$ cat src/rtl/wtp_pkg.sv
package wtp_pkg;

  // ----------------------------------------------------------------
  // register offsets (byte addresses, one aligned word each)
  // ----------------------------------------------------------------
  localparam logic [7:0] OFF_CTRL = 8'h00;
  localparam logic [7:0] OFF_SET = 8'h04;
  localparam logic [7:0] OFF_STATUS = 8'h08;
  localparam logic [7:0] OFF_CAP = 8'h0c;
  localparam logic [7:0] OFF_CHTYPE = 8'h10;
  localparam logic [7:0] OFF_IRQ_STAT = 8'h14;
  localparam logic [7:0] OFF_IRQ_MASK = 8'h18;

  // ----------------------------------------------------------------
  // power levels
  // ----------------------------------------------------------------
  localparam int unsigned LVL_W = 3;
  localparam int unsigned NUM_LEVELS = 8;
  localparam logic [3:0] STEP_DB = 4'h2;
  localparam logic [2:0] LVL_DEFAULT = 3'h0;
  localparam int unsigned ENT_W = 2 * LVL_W;

  // ----------------------------------------------------------------
  // field positions
  // ----------------------------------------------------------------
  localparam int unsigned CTRL_CHAN_POS = 0;
  localparam int unsigned CTRL_DETACH_POS = 8;
  localparam int unsigned SET_LVL_POS = 0;
  localparam int unsigned SET_NOTIF_POS = 4;
  localparam int unsigned SET_CHAN_POS = 8;
  localparam int unsigned STAT_DATA_POS = 0;
  localparam int unsigned STAT_NOTIF_POS = 4;
  localparam int unsigned STAT_CHAN_POS = 8;
  localparam int unsigned CAP_HOP_STEP_POS = 0;
  localparam int unsigned CAP_HOP_CNT_POS = 4;
  localparam int unsigned CAP_FIX_STEP_POS = 8;
  localparam int unsigned CAP_FIX_CNT_POS = 12;
  localparam int unsigned ENT_DATA_POS = 0;
  localparam int unsigned ENT_NOTIF_POS = 3;

  // ----------------------------------------------------------------
  // interrupt bits and bus encodings
  // ----------------------------------------------------------------
  localparam int unsigned IRQ_W = 3;
  localparam int unsigned IRQ_SET_BIT = 0;
  localparam int unsigned IRQ_CLAMP_BIT = 1;
  localparam int unsigned IRQ_DETACH_BIT = 2;
  localparam logic [2:0] HSIZE_WORD = 3'h2;

  typedef enum logic [1:0] {
    BUS_IDLE,
    BUS_WR,
    BUS_RD
  } wtp_bus_t;

endpackage : wtp_pkg

$ cat src/rtl/wtp_lvl_mem.sv
`timescale 1ns/1ps
module wtp_lvl_mem #(
  parameter int unsigned DEPTH = 4,
  parameter int unsigned AW = 2,
  parameter int unsigned W = 6
) (
  input wire logic clk,
  input wire logic rst_n,
  input wire logic clr,
  input wire logic we,
  input wire logic [AW-1:0] waddr,
  input wire logic [W-1:0] wdata,
  input wire logic [W-1:0] wmask,
  input wire logic [AW-1:0] ra_addr,
  output logic [W-1:0] ra_data,
  input wire logic [AW-1:0] rb_addr,
  output logic [W-1:0] rb_data
);

  typedef struct packed {
    logic [DEPTH-1:0][W-1:0] ent;
    logic [W-1:0] ra;
    logic [W-1:0] rb;
  } wtp_mem_st_t;

  wtp_mem_st_t s_q;
  wtp_mem_st_t s_d;

  // reads are write-first so a setting taken on an edge is seen by a
  // read on that same edge; an all-zero entry is the highest power
  always_comb begin
    s_d = s_q;
    for (int i = 0; i < DEPTH; i++) begin
      if (clr) begin
        s_d.ent[i] = '0;
      end else if (we && waddr == AW'(i)) begin
        s_d.ent[i] = (s_q.ent[i] & ~wmask) | (wdata & wmask);
      end
    end
    s_d.ra = (int'(ra_addr) < DEPTH) ? s_d.ent[ra_addr] : '0;
    s_d.rb = (int'(rb_addr) < DEPTH) ? s_d.ent[rb_addr] : '0;
  end

  always_ff @(posedge clk or negedge rst_n) begin
    if (!rst_n) begin
      s_q <= '0;
    end else begin
      s_q <= s_d;
    end
  end

  assign ra_data = s_q.ra;
  assign rb_data = s_q.rb;

endmodule : wtp_lvl_mem

$ cat src/rtl/wtp_tx_power.sv
`timescale 1ns/1ps
module wtp_tx_power
  import wtp_pkg::*;
#(
  parameter int unsigned NUM_CH = 4,
  parameter int unsigned HOP_LEVELS = wtp_pkg::NUM_LEVELS,
  parameter int unsigned FIX_LEVELS = wtp_pkg::NUM_LEVELS
) (
  input wire logic hclk,
  input wire logic hresetn,
  input wire logic hsel,
  input wire logic [31:0] haddr,
  input wire logic [1:0] htrans,
  input wire logic hwrite,
  input wire logic [2:0] hsize,
  input wire logic [31:0] hwdata,
  input wire logic hready,
  output logic hreadyout,
  output logic hresp,
  output logic [31:0] hrdata,
  input wire logic detach_evt,
  input wire logic tx_req,
  input wire logic tx_notif,
  input wire logic [((NUM_CH > 1) ? $clog2(NUM_CH) : 1)-1:0] tx_chan,
  output logic tx_go,
  output logic [wtp_pkg::LVL_W-1:0] tx_level,
  output logic [3:0] tx_atten_db,
  output logic irq
);
  import wtp_pkg::*;

  localparam int unsigned CHW = (NUM_CH > 1) ? $clog2(NUM_CH) : 1;
  localparam logic [LVL_W-1:0] HOP_MAX = LVL_W'(HOP_LEVELS - 1);
  localparam logic [LVL_W-1:0] FIX_MAX = LVL_W'(FIX_LEVELS - 1);
  localparam logic [ENT_W-1:0] MASK_DATA = ENT_W'(7) << ENT_DATA_POS;
  localparam logic [ENT_W-1:0] MASK_NOTIF = ENT_W'(7) << ENT_NOTIF_POS;
  localparam logic [31:0] CAP_VALUE =
      (32'(STEP_DB) << CAP_HOP_STEP_POS) |
      (32'(HOP_LEVELS) << CAP_HOP_CNT_POS) |
      (32'(STEP_DB) << CAP_FIX_STEP_POS) |
      (32'(FIX_LEVELS) << CAP_FIX_CNT_POS);

  // ----------------------------------------------------------------
  // state
  // ----------------------------------------------------------------
  typedef struct packed {
    wtp_bus_t bus;
    logic [7:0] addr;
    logic rdy;
    logic resp;
    logic [31:0] rdata;
    logic [CHW-1:0] chan_sel;
    logic [NUM_CH-1:0] chtype;
    logic [IRQ_W-1:0] irq_stat;
    logic [IRQ_W-1:0] irq_mask;
    logic irq;
    logic req;
    logic req_notif;
    logic go;
    logic [LVL_W-1:0] level;
    logic [3:0] atten;
  } wtp_top_st_t;

  wtp_top_st_t s_q;
  wtp_top_st_t s_d;

  logic wr_act;
  logic wr_ctrl;
  logic wr_set;
  logic detach;
  logic [LVL_W-1:0] req_lvl;
  logic [LVL_W-1:0] set_max;
  logic [LVL_W-1:0] set_lvl;
  logic [CHW-1:0] set_chan;
  logic set_notif;
  logic mem_we;
  logic [ENT_W-1:0] mem_wdata;
  logic [ENT_W-1:0] mem_wmask;
  logic [IRQ_W-1:0] ev;
  logic [31:0] rd_val;
  logic [ENT_W-1:0] ra_data;
  logic [ENT_W-1:0] rb_data;
  logic [LVL_W-1:0] pick;

  // ----------------------------------------------------------------
  // per-channel level store
  // ----------------------------------------------------------------
  wtp_lvl_mem #(
    .DEPTH(NUM_CH),
    .AW(CHW),
    .W(ENT_W)
  ) wtp_lvl_mem_i (
    .clk(hclk),
    .rst_n(hresetn),
    .clr(detach),
    .we(mem_we),
    .waddr(set_chan),
    .wdata(mem_wdata),
    .wmask(mem_wmask),
    .ra_addr(tx_chan),
    .ra_data(ra_data),
    .rb_addr(s_q.chan_sel),
    .rb_data(rb_data)
  );

  // ----------------------------------------------------------------
  // next state
  // ----------------------------------------------------------------
  always_comb begin
    s_d = s_q;
    ev = '0;
    wr_act = (s_q.bus == BUS_WR);
    wr_ctrl = wr_act && (s_q.addr == OFF_CTRL);
    wr_set = wr_act && (s_q.addr == OFF_SET);
    req_lvl = hwdata[SET_LVL_POS +: LVL_W];
    set_notif = hwdata[SET_NOTIF_POS];
    set_chan = hwdata[SET_CHAN_POS +: CHW];
    set_max = HOP_MAX;
    if (int'(set_chan) < NUM_CH && s_q.chtype[set_chan]) begin
      set_max = FIX_MAX;
    end
    // out-of-range request parks at the weakest supported setting
    set_lvl = (req_lvl > set_max) ? set_max : req_lvl;
    detach = detach_evt || (wr_ctrl && hwdata[CTRL_DETACH_POS]);
    // no busy window: a setting is taken in any cycle it arrives, except one where a detach clears the store
    mem_we = wr_set && (int'(set_chan) < NUM_CH);
    mem_wmask = set_notif ? MASK_NOTIF : MASK_DATA;
    mem_wdata = {set_lvl, set_lvl};
    if (mem_we) begin
      ev[IRQ_SET_BIT] = 1'b1;
      ev[IRQ_CLAMP_BIT] = (req_lvl > set_max);
    end
    ev[IRQ_DETACH_BIT] = detach;

    // ------------------------------------------------------------
    // bus: address phase capture, read data registered here
    // ------------------------------------------------------------
    rd_val = '0;
    case (haddr[7:0] & 8'hfc)
      OFF_CTRL: begin
        rd_val[CTRL_CHAN_POS +: CHW] = s_q.chan_sel;
      end
      OFF_STATUS: begin
        rd_val[STAT_DATA_POS +: LVL_W] =
            rb_data[ENT_DATA_POS +: LVL_W];
        rd_val[STAT_NOTIF_POS +: LVL_W] = rb_data[ENT_NOTIF_POS +: LVL_W];
        rd_val[STAT_CHAN_POS +: CHW] = s_q.chan_sel;
      end
      OFF_CAP: begin
        rd_val = CAP_VALUE;
      end
      OFF_CHTYPE: begin
        rd_val[NUM_CH-1:0] = s_q.chtype;
      end
      OFF_IRQ_STAT: begin
        rd_val[IRQ_W-1:0] = s_q.irq_stat;
      end
      OFF_IRQ_MASK: begin
        rd_val[IRQ_W-1:0] = s_q.irq_mask;
      end
      default: begin
        rd_val = '0;
      end
    endcase
    s_d.bus = BUS_IDLE;
    s_d.rdy = 1'b1;
    s_d.resp = 1'b0;
    if (hready && hsel && htrans[1]) begin
      s_d.addr = haddr[7:0] & 8'hfc;
      if (hwrite && hsize == HSIZE_WORD) begin
        s_d.bus = BUS_WR;
      end else if (!hwrite) begin
        s_d.bus = BUS_RD;
        s_d.rdata = rd_val;
      end
    end

    // ------------------------------------------------------------
    // register writes (data phase)
    // ------------------------------------------------------------
    if (wr_ctrl) begin
      s_d.chan_sel = hwdata[CTRL_CHAN_POS +: CHW];
    end
    if (wr_act && s_q.addr == OFF_CHTYPE) begin
      s_d.chtype = hwdata[NUM_CH-1:0];
    end
    if (wr_act && s_q.addr == OFF_IRQ_MASK) begin
      s_d.irq_mask = hwdata[IRQ_W-1:0];
    end
    // set wins over a same-cycle write-one clear
    if (wr_act && s_q.addr == OFF_IRQ_STAT) begin
      s_d.irq_stat = s_q.irq_stat & ~hwdata[IRQ_W-1:0];
    end
    s_d.irq_stat = s_d.irq_stat | ev;
    s_d.irq = |(s_d.irq_stat & s_d.irq_mask);

    // ------------------------------------------------------------
    // transmit path: level read on the request edge, out next edge
    // ------------------------------------------------------------
    s_d.req = tx_req;
    s_d.req_notif = tx_notif;
    pick = s_q.req_notif ? ra_data[ENT_NOTIF_POS +: LVL_W]
                         : ra_data[ENT_DATA_POS +: LVL_W];
    s_d.go = s_q.req;
    if (s_q.req) begin
      s_d.level = pick;
      s_d.atten = 4'(pick) * STEP_DB;
    end
  end

  always_ff @(posedge hclk or negedge hresetn) begin
    if (!hresetn) begin
      s_q <= '0;
      s_q.rdy <= 1'b1;
    end else begin
      s_q <= s_d;
    end
  end

  assign hreadyout = s_q.rdy;
  assign hresp = s_q.resp;
  assign hrdata = s_q.rdata;
  assign tx_go = s_q.go;
  assign tx_level = s_q.level;
  assign tx_atten_db = s_q.atten;
  assign irq = s_q.irq;

  logic rd_cap;
  logic rd_stat;
  assign rd_cap = hready && hsel && htrans[1] && !hwrite &&
                  (haddr[7:0] & 8'hfc) == OFF_CAP;
  assign rd_stat = hready && hsel && htrans[1] && !hwrite &&
                   (haddr[7:0] & 8'hfc) == OFF_STATUS;
endmodule : wtp_tx_power

$ cat config.mk
export PLATFORM = sky130hd
export DESIGN_NAME = wtp_tx_power
export DESIGN_NICKNAME = d
export VERILOG_FILES = /design/src/rtl/wtp_pkg.sv /design/src/rtl/wtp_lvl_mem.sv /design/src/rtl/wtp_tx_power.sv
export SDC_FILE = /design/constraint.sdc
export NUM_CORES = 1
export LEC_CHECK = 0
export BUFFER_PORTS_ARGS = -buffer_cell sky130_fd_sc_hd__clkbuf_2
export CORE_MARGIN = 8
export CORE_UTILIZATION = 45
export CTS_BUF_LIST = sky130_fd_sc_hd__clkbuf_4 sky130_fd_sc_hd__clkbuf_8
export CTS_CLUSTER_SIZE = 20
export DETAILED_ROUTE_END_ITERATION = 8
export PLACE_DENSITY = 0.72
export RECOVER_POWER = 100
export SYNTH_ARGS = -nofsm -noshare
export SYNTH_HDL_FRONTEND = slang
export SYNTH_SLANG_ARGS = --single-unit
$ cat constraint.sdc
create_clock -name hclk -period 6.16 [get_ports hclk]
set_input_delay 1.232 -clock hclk [delete_from_list [all_inputs] [get_ports hclk]]
set_output_delay 1.232 -clock hclk [all_outputs]
set_load 0.01 [all_outputs]
==> metrics, run 1 <==
peak supply drop=between 0.1 and 0.15 mV; setup slack, reg-to-reg=between 2 and 3 ns; portion of total power attributed to sequential cells=between 50% and 60%; maximum number of pins on one net before global-route repair=74; start point of the worst hold path=wtp_lvl_mem_i.rb_data[3]; combinational power share=13.3%; headroom to the max-slew limit=-15.42%; Starting DRT DRC Count=just over 400; library cell used as clock root buffer=sky130_fd_sc_hd__clkbuf_8; filler-free cell count of the finished design=~630; sequential-to-total area share from yosys stat=between 40% and 50%; most area-consuming cells after synthesis=sky130_fd_sc_hd__dfrtp_1 (41%), sky130_fd_sc_hd__buf_4 (7.0%), sky130_fd_sc_hd__nand2_1 (4.0%); detailed placement HPWL=around 7700 µm; site row count=36; Final Hold Slack=0.4685 ns; TritonCTS clock tree=yes; cell area after placement=around 4500 µm²; total number of nets in the final design=573; final total power=roughly 0.001 W; number of optimization iterations in the first detailed-route pass=5; transition time at the pin with the least slew margin=1.731 ns; netlist area before placement=between 4000 and 5000 µm²; critical register-to-register path endpoint=wtp_lvl_mem_i.ra_data[3]; Reg2Reg Depth=6; total of hold buffers inserted after clock tree synthesis=0; switch share=between 20% and 30%; proportion of power drawn by the clock network=about a third; net load switching power=around 0.00029 W; Die Ht=between 100 and 150 µm; final instance area=4622 µm²; Mapped Avg Cell Area=9.050 µm²; cells traversed along the worst timing path=clkbuf_1, inv_1, nand4_1, o22a_1, o221ai_1, o22ai_1; Netlist cell types=about 60; Highest Signal Layer=met4; peak fanout along the critical path=39; total vias in the final route=roughly 3700; most frequently used flop master after synthesis=sky130_fd_sc_hd__dfrtp_1; port bufs=45; ANT cells=0; clock insertion delay at the later pin of the skew report=roughly 0.35 ns; placed cell count=between 600 and 700; cell at the slowest stage of the critical path=sky130_fd_sc_hd__clkbuf_1; max-capacitance violation count=1; Inserted Clock Buffers=9; kind of cell adding the most delay to the critical path=buffers and inverters; first-pass GRT wire length=18300 µm; EDFF count, synth=0; violations in the final reports=max-capacitance violations, max-slew violations; Worst Setup Start Kind=input pin; hold violation total from the final report=0; clock edge transition at the registers on the reported setup and hold paths=0.07 ns; maximum clock path buffer count=2; # resized after CTS=0; setup repair after global routing missed its margin=no; largest area contributor in the netlist=sky130_fd_sc_hd__dfrtp_1; run status=finished with violations; most frequent cells after synthesis=sky130_fd_sc_hd__dfrtp_1 (73), sky130_fd_sc_hd__nand2_1 (47), sky130_fd_sc_hd__nor2_1 (42); area inside the core boundary=about 9600 µm²; area of the die=roughly 13000 µm²; final worst-path cycle share=roughly 62%; warning count from the yosys run=0; maximum frequency from static timing analysis=~0.26 GHz; cell-internal power=between 0.0006 and 0.0007 W; total DRC errors in the routed layout=0; data arrival time of the critical path=slightly above 4 ns; final setup fails=0; path type of the worst min-delay path=reg2reg; Yosys reg bits=73; routed wire length on met3=about 940 µm; total length of routed wires=roughly 11000 µm; number of global-route vias before repair=3584; fraction of synthesis flops using an asynchronous set or reset pin=100.0%; most numerous cell in the Yosys netlist=sky130_fd_sc_hd__dfrtp_1; die span in x=roughly 120 µm; Req. time, crit path=between 6 and 7 ns; depth of the worst hold-timing path=1; antenna violations before repair=0; sum of overflow across all layers after global routing=0; Pleak=1.939 nW; CP peak stage delay=between 1 and 1.5 ns; initial standard-cell utilization of the core=45.91%; all-layer global routing usage=between 15 and 20%; Worst Path Buf+Inv=2; Detail Route met2 WL=~5200 µm; average wire length per cell after detail routing=around 18 µm; post-route minimum period=around 3.8 ns; DRT met1 WL=between 4000 and 5000 µm; crit path kind=in2reg; final count of pins violating max slew=40; ports placed on the boundary=about 120; clk_skew=a little over 0.01 ns; number of instances in the synthesized netlist=489; reg-to-reg critical path startpoint=s_q[61]; GPL Wtd Cong=roughly 0.9; proportion of layout cells with a drive suffix above 1=12.65%; # H-tree levels=3; vias per cell=around 6; Area Growth Syn to Fin=4.439%; power density of the placed cells=about 210 nW/µm²; Num Clock Sinks=73; residual antenna-violating net count after detailed routing=0; setup tns final=0 ns; Crit. End Element=register; area fraction of the dominant cell type after synthesis=between 40% and 50%; post-CTS repair timing setup buffer count=0; hold worst-path end=hrdata[4]
## logic make-up (layout without fill, tap and decap cells)
family / Yosys count / count (layout) / synth area share, %
and+or+nand+nor: 176 / 176 / 20.13
AOI/OAI and AO/OA: 115 / 115 / 18.69
buffers and inverters: 89 / 76 / 11.14
DFF: 73 / 73 / 41.28
muxes: 32 / 32 / 8.199
other: 2 / 24 / 0.1697
xor gates and xnor gates: 2 / 2 / 0.3959
## worst max path at each step
stage / from / end / slack [ns] / depth (start not counted)
floorplan: hwdata[4] / wtp_lvl_mem_i.rb_data[1] / 3.22 / 7
global placement: hwdata[9] / wtp_lvl_mem_i.ra_data[5] / 2.90 / 6
detailed placement: hwdata[9] / wtp_lvl_mem_i.rb_data[4] / 2.85 / 5
CTS: hwdata[9] / wtp_lvl_mem_i.rb_data[4] / 3.21 / 5
global route: hwdata[9] / wtp_lvl_mem_i.rb_data[1] / 2.10 / 6
finish: hwdata[9] / wtp_lvl_mem_i.ra_data[5] / 2.35 / 6
## power by group through the flow
stage | clock network (W) | registers [W] | logic (W)
final | 0.000335 | 0.000518 | 0.000131
after CTS | 0.000339 | 0.000518 | 0.000132
after global placement | 0 | 0.000526 | 0.000129
after floorplan | 0 | 0.000518 | 0.000106
after detailed placement | 0 | 0.000528 | 0.000132
after global routing | 0.000362 | 0.000521 | 0.000145
## flip-flops by register name (all words and copies together), names as in the netlist
name and cells:
wtp_lvl_mem_i.ra_data 6, wtp_lvl_mem_i.rb_data 6, s_d 1, irq 1, s_q 21, wtp_lvl_mem_i.s_q 24
tx_go 1, hrdata 10, tx_level 3
## worst register-to-register path, cell delays in order, from the launching register on
cell	delay (ns)
sky130_fd_sc_hd__dfrtp_1	0.47
sky130_fd_sc_hd__nor4b_1	0.38
sky130_fd_sc_hd__clkbuf_1	0.58
sky130_fd_sc_hd__a31o_1	1.08
sky130_fd_sc_hd__nor2_1	0.28
sky130_fd_sc_hd__o41ai_1	0.16
sky130_fd_sc_hd__o21ai_0	0.22
## per-stage QoR
step / setup slack [ns] / utilization, %
after detailed placement: 2.846 / 46.59
after global placement: 2.901 / 46.59
after CTS: 3.208 / 48.35
after floorplan: 3.215 / -
after global routing: 2.101 / 47.95
final: 2.347 / 47.95
## layout by cell type (no fill, tap or decap), types with 3 or more instances in the layout
cell type                    Yosys  layout
sky130_fd_sc_hd__a21oi_1        31      31
sky130_fd_sc_hd__and2_1          3       3
sky130_fd_sc_hd__a22o_1          5       5
sky130_fd_sc_hd__nand3_1        17      17
sky130_fd_sc_hd__clkbuf_8        0      10
sky130_fd_sc_hd__mux2i_1        16      16
sky130_fd_sc_hd__a221o_1         4       4
sky130_fd_sc_hd__clkbuf_1       28      22
sky130_fd_sc_hd__nand2b_1        4       4
sky130_fd_sc_hd__o211ai_1        7       7
sky130_fd_sc_hd__o31ai_1         3       3
sky130_fd_sc_hd__nor2b_1        13      13
sky130_fd_sc_hd__mux2_2         14      13
sky130_fd_sc_hd__o311ai_0        3       3
sky130_fd_sc_hd__o21a_1          3       3
sky130_fd_sc_hd__clkinvlp_4      0       3
sky130_fd_sc_hd__nand4_1        10      10
sky130_fd_sc_hd__conb_1          2      24
sky130_fd_sc_hd__nor4_1          5       5
sky130_fd_sc_hd__nand3b_1        4       4
sky130_fd_sc_hd__a41o_1          3       3
sky130_fd_sc_hd__a211o_1         3       3
sky130_fd_sc_hd__dfrtp_1        73      73
sky130_fd_sc_hd__buf_4          41       3
sky130_fd_sc_hd__o221ai_1        5       5
sky130_fd_sc_hd__or2_2           4       3
sky130_fd_sc_hd__and3_1          3       3
sky130_fd_sc_hd__o2111ai_1       3       3
sky130_fd_sc_hd__a31oi_1        16      16
sky130_fd_sc_hd__o21ai_0         5       5
sky130_fd_sc_hd__nor3_1         10      10
sky130_fd_sc_hd__or3_1           3       3
sky130_fd_sc_hd__clkbuf_2        0      24
sky130_fd_sc_hd__nor2_1         42      42
sky130_fd_sc_hd__nand2_1        47      47
sky130_fd_sc_hd__a211oi_1        4       4
sky130_fd_sc_hd__inv_1          10      10
## cell type report
type | instances | area (µm²)
tap | 133 | 166.4
clock buffer | 10 | 137.6
multi-input combinational | 349 | 2188
sequential | 73 | 1827
fill | 952 | 5017
inverter | 12 | 45.04
timing repair buffer | 49 | 225.2
clock inverter | 5 | 32.53
## layer usage
layer  global-route usage (%)  vias to the layer above
met1                    23.04                     1779
met2                    26.81                      200
met3                    3.361                       24
met4                    6.392                        0
met5                        0                        -
li1                         -                     1721
Note: power is estimated with default switching activity, not from simulation.
==> run 2: changes to the inputs <==
==> constraint.sdc (replaced) <==
create_clock -name hclk -period 3.6 [get_ports hclk]
set_input_delay 0.72 -clock hclk [delete_from_list [all_inputs] [get_ports hclk]]
set_output_delay 0.72 -clock hclk [all_outputs]
set_load 0.01 [all_outputs]
==> run 2 against run 1 <==
Net effect: total power grew 76%; highest routed layer unchanged; combinational power grew 75%; design area grew 0.89%; count of clock-buffer cells in the layout grew 1; sequential cell count is the same; largest power group unchanged; routed wire length shrank 1.2%; the run still ends with max-capacitance violations, max-slew violations left; largest cell class unchanged; core utilization grew 0.43 points.
==> metrics, run 2 (synthesis gave the netlist of run 1 again) <==
peak fanout along the critical path=10; cells traversed along the worst timing path=or4b_1, nor4b_2, a211oi_1, o311ai_0, and3_1; most frequent cells in the layout=sky130_fd_sc_hd__dfrtp_1 (73), sky130_fd_sc_hd__nand2_1 (47), sky130_fd_sc_hd__nor2_1 (42); Num Clock Sinks=73; residual antenna-violating net count after detailed routing=0; filler-free cell count of the finished design=about 640; average wire length per cell after detail routing=approximately 17 µm; Req. time, crit path=approximately 3.9 ns; area inside the core boundary=9639 µm²; hold worst-path end=s_d[7]; depth of the worst hold-timing path=1; setup repair after global routing missed its margin=no; Reg2Reg Depth=5; Crit. End Element=register; max-capacitance violation count=1; headroom to the max-slew limit=-18.54%; total length of routed wires=11110 µm; port bufs=45; final worst-path cycle share=between 80 and 90%; clock insertion delay at the later pin of the skew report=roughly 0.35 ns; critical register-to-register path endpoint=wtp_lvl_mem_i.ra_data[1]; # resized after CTS=0; total vias in the final route=roughly 3800; net load switching power=0.0005130 W; Worst Setup Start Kind=register; final count of pins violating max slew=between 70 and 80; Inserted Clock Buffers=9; setup slack, reg-to-reg=about 0.61 ns; flip-flop count of the largest register, all copies and words added=24; cell-internal power=between 0.001 and 0.0015 W; transition time at the pin with the least slew margin=~1.8 ns; kind of cell adding the most delay to the critical path=simple AND/OR/NAND/NOR gates; ANT cells=0; detailed placement HPWL=7610 µm; clock edge transition at the registers on the reported setup and hold paths=~0.08 ns; library cell used as clock root buffer=sky130_fd_sc_hd__clkbuf_8; path type of the worst min-delay path=in2reg; area of the die=13260 µm²; proportion of layout cells with a drive suffix above 1=between 10 and 15%; crit path kind=reg2reg; combinational power share=13.2%; post-CTS repair timing setup buffer count=0; final core utilization=about half; all-layer global routing usage=approximately 17%; TritonCTS clock tree=yes; GPL Wtd Cong=roughly 0.89; smallest setup slack after layout=0.6119 ns; CP peak stage delay=between 0.8 and 0.9 ns; power density of the placed cells=about 370 nW/µm²; start point of the worst hold path=tx_req; pre-CTS WS=slightly above 0.9 ns; initial standard-cell utilization of the core=a little under half; total number of nets in the final design=between 500 and 600; Reg with most FFs=wtp_lvl_mem_i.s_q; setup tns final=0 ns; hold violation total from the final report=0; reg-to-reg critical path startpoint=s_q[61]; portion of total power attributed to sequential cells=50.9%; # H-tree levels=3; Area Growth Syn to Fin=5.372%; post-route minimum period=between 2 and 3 ns; total of hold buffers inserted after clock tree synthesis=0; most common cell after layout, fill and taps aside=sky130_fd_sc_hd__dfrtp_1; ports placed on the boundary=122; die span in x=approximately 120 µm; switch share=between 20 and 30%; data arrival time of the critical path=~3.3 ns; maximum frequency from static timing analysis=between 0.3 and 0.4 GHz; placed cell count=619; Pleak=between 1.5 and 2 nW; violations in the final reports=max-capacitance violations, max-slew violations; cell at the slowest stage of the critical path=sky130_fd_sc_hd__nor4b_2; first-pass GRT wire length=~18000 µm; final setup fails=0; proportion of power drawn by the clock network=between 30% and 40%; run status=finished with violations; number of optimization iterations in the first detailed-route pass=5; number of global-route vias before repair=between 3000 and 4000; site row count=36; maximum clock path buffer count=2; Final Hold Slack=~0.47 ns; Starting DRT DRC Count=approximately 340; maximum number of pins on one net before global-route repair=between 70 and 80; Die Ht=about 120 µm; sum of overflow across all layers after global routing=0; Worst Path Buf+Inv=0; clk_skew=~0.011 ns; vias per cell=5.910; number of inserted filler cells in the final layout=956; antenna violations before repair=0; peak supply drop=~0.17 mV; total DRC errors in the routed layout=0
## run 2: worst max-delay path by stage
stage / slack (ns) / depth (start not counted) / end / startpoint
2_1_floorplan: 1.17 / 7 / wtp_lvl_mem_i.rb_data[1] / hwdata[4]
3_3_place_gp: 0.92 / 5 / wtp_lvl_mem_i.rb_data[1] / s_q[61]
3_5_place_dp: 0.92 / 5 / wtp_lvl_mem_i.rb_data[1] / s_q[61]
4_1_cts: 0.89 / 5 / wtp_lvl_mem_i.rb_data[1] / s_q[61]
5_1_grt: 0.40 / 5 / irq / s_q[59]
6_report: 0.61 / 5 / wtp_lvl_mem_i.ra_data[1] / s_q[61]
## run 2: area by class of cell
cell class / instances / area [µm²] / share of cell area (%)
clock buffer: 11 / 151.4 / 3.247
multi-input combinational: 349 / 2186 / 46.87
clock inverter: 5 / 37.54 / 0.8049
tap: 133 / 166.4 / 3.569
inverter: 12 / 45.04 / 0.9659
sequential: 73 / 1827 / 39.17
timing repair buffer: 52 / 250.2 / 5.366
## run 2: stage by stage
stage                     cell area [µm²]  power (W)
final                                4663   0.001730
after global routing                 4663   0.001808
after CTS                            4702   0.001746
after detailed placement             4513   0.001127
after global placement               4513   0.001122
after floorplan                      4508   0.001068
## run 2: power groups by stage
stage | sequential (W) | clock [W] | combinational, W
3_5_place_dp | 0.000897 | 0 | 0.000230
5_1_grt | 0.000887 | 0.000669 | 0.000253
3_3_place_gp | 0.000894 | 0 | 0.000228
4_1_cts | 0.000880 | 0.000635 | 0.000231
2_1_floorplan | 0.000886 | 0 | 0.000182
6_report | 0.000881 | 0.000620 | 0.000229
## run 2: layer usage
metal	part of all wire [%]	up-vias	global-route usage [%]
li1	-	1729	-
met1	43	1820	23.24
met2	46	180	26.27
met3	8.7	24	3.414
met4	2.2	0	7.356
met5	0	-	0
==> run 3: changes to the inputs <==
==> constraint.sdc (replaced) <==
create_clock -name hclk -period 2.9 [get_ports hclk]
set_input_delay 0.58 -clock hclk [delete_from_list [all_inputs] [get_ports hclk]]
set_output_delay 0.58 -clock hclk [all_outputs]
set_load 0.01 [all_outputs]
==> run 3 against run 2 <==
Net effect: the flow still finishes with violations (max-capacitance violations, max-slew violations); fmax up 17%; clock power grew 59%; sequential power rose by 24%; critical endpoint is now wtp_lvl_mem_i.rb_data[1]; total power grew 37%.
==> metrics, run 3 (synthesis gave the netlist of run 1 again) <==
Crit. End Element=register; Worst Setup Start Kind=register; crit path kind=reg2reg; first-pass GRT wire length=17890 µm; peak supply drop=between 0.2 and 0.3 mV; setup repair after global routing missed its margin=no; average wire length per cell after detail routing=approximately 17 µm; flip-flop count of the largest register, all copies and words added=24; total DRC errors in the routed layout=0; library cell used as clock root buffer=sky130_fd_sc_hd__clkbuf_8; ANT cells=0; ports placed on the boundary=122; total length of routed wires=roughly 11000 µm; power density of the placed cells=about 490 nW/µm²; maximum clock path buffer count=2; smallest setup slack after layout=0.3509 ns; Die Ht=between 100 and 150 µm; final setup fails=0; headroom to the max-slew limit=-18.16%; Num Clock Sinks=73; hold violation total from the final report=0; placed cell count=632; Reg with most FFs=wtp_lvl_mem_i.s_q; most common cell after layout, fill and taps aside=sky130_fd_sc_hd__dfrtp_1; pre-CTS WS=~0.39 ns; clock insertion delay at the later pin of the skew report=around 0.36 ns; sum of overflow across all layers after global routing=0; maximum frequency from static timing analysis=0.3923 GHz; GPL Wtd Cong=a little under 0.9; Starting DRT DRC Count=340; path type of the worst min-delay path=in2reg; residual antenna-violating net count after detailed routing=0; die span in x=between 100 and 150 µm; post-CTS repair timing setup buffer count=0; reg-to-reg critical path startpoint=s_q[61]; antenna violations before repair=0; clock edge transition at the registers on the reported setup and hold paths=~0.080 ns; # H-tree levels=3; proportion of layout cells with a drive suffix above 1=15.53%; start point of the critical path=s_q[61]; filler-free cell count of the finished design=between 600 and 700; # resized after CTS=0; clk_skew=between 0.015 and 0.02 ns; Area Growth Syn to Fin=8.765%; transition time at the pin with the least slew margin=~1.8 ns; peak fanout along the critical path=8; start point of the worst hold path=tx_req; port bufs=45; number of optimization iterations in the first detailed-route pass=6; site row count=36; number of global-route vias before repair=3618; Inserted Clock Buffers=9; Req. time, crit path=around 3.1 ns; total number of nets in the final design=roughly 600; area inside the core boundary=between 9000 and 10000 µm²; setup tns final=0 ns; max-capacitance violation count=1; most frequent cells in the layout=sky130_fd_sc_hd__dfrtp_1 (73), sky130_fd_sc_hd__nand2_1 (47), sky130_fd_sc_hd__nor2_1 (42); total of hold buffers inserted after clock tree synthesis=0; vias per cell=approximately 5.9; final count of pins violating max slew=74; data arrival time of the critical path=approximately 2.8 ns; post-route minimum period=2.549 ns; area of the die=approximately 13000 µm²; all-layer global routing usage=between 10% and 20%; TritonCTS clock tree=yes; total vias in the final route=3830; Pleak=about 2 nW; initial standard-cell utilization of the core=between 40% and 50%; violations in the final reports=max-capacitance violations, max-slew violations; maximum number of pins on one net before global-route repair=74; detailed placement HPWL=7945 µm; final worst-path cycle share=87.90%; run status=finished with violations
## run 3: changes by cell type in the layout (fill, tap and decap cells not counted), sizes merged
cell | previous run | this run
clkbuf | 57 | 58
clkinvlp | 2 | 1
buf | 6 | 17
bufinv | 0 | 3
clkinv | 4 | 3
## run 3: area by class of cell
class / count / area (µm²)
Fill cell: 927 / 4826
Inverter: 12 / 45.04
Multi-Input combinational cell: 349 / 2188
Clock inverter: 6 / 115.1
Sequential cell: 73 / 1827
Timing Repair Buffer: 65 / 340.3
Clock buffer: 10 / 131.4
Tap cell: 133 / 166.4
## run 3: report_power, final
part,leakage [nW],internal [W],switching (W),total [W]
sequential,0.962,0.00106,0.0000395,0.00109
clock,0.121,0.000585,0.000400,0.000985
combinational,0.973,0.000104,0.000191,0.000295
## run 3: worst paths after layout
| kind | to | slack, ns | cells after the start |
|---|---|---|---|
| setup reg to reg | wtp_lvl_mem_i.rb_data[1] | 0.35 | 5 |
| min in group asynchronous | wtp_lvl_mem_i.s_q[32] | 0.68 | 1 |
| hold / removal | s_d[7] | 0.32 | 1 |
| hold reg to reg | hrdata[5] | 0.45 | 1 |
| setup / recovery | wtp_lvl_mem_i.rb_data[1] | 0.35 | 5 |
| max in group asynchronous | s_q[22] | 1.16 | 1 |
## run 3: critical path: stages, from the launching register on
cell,delay (ns)
sky130_fd_sc_hd__dfrtp_1,0.47
sky130_fd_sc_hd__or4b_1,0.57
sky130_fd_sc_hd__or3_1,0.54
sky130_fd_sc_hd__a221o_1,0.43
sky130_fd_sc_hd__a221oi_2,0.28
sky130_fd_sc_hd__nor3_1,0.10
## run 3: metal layers
metal / track usage, % / up-vias / part of all wire [%]
met5: 0 / - / 0
met3: 3.992 / 22 / 8.4
li1: - / 1752 / -
met2: 26.46 / 168 / 47
met1: 22.20 / 1888 / 43
met4: 7.093 / 0 / 1.5
## run 3: metrics by stage
step / total power (W) / hold WS, ns / util, % / instance area (µm²)
after floorplan: 0.001326 / 0.2844 / - / 4508
final: 0.002375 / 0.3204 / 49.94 / 4813
after global routing: 0.002465 / 0.3105 / 49.94 / 4813
after CTS: 0.002394 / 0.3086 / 50.39 / 4857
after global placement: 0.001403 / 0.4484 / 47.83 / 4611
after detailed placement: 0.001411 / 0.4487 / 47.83 / 4611
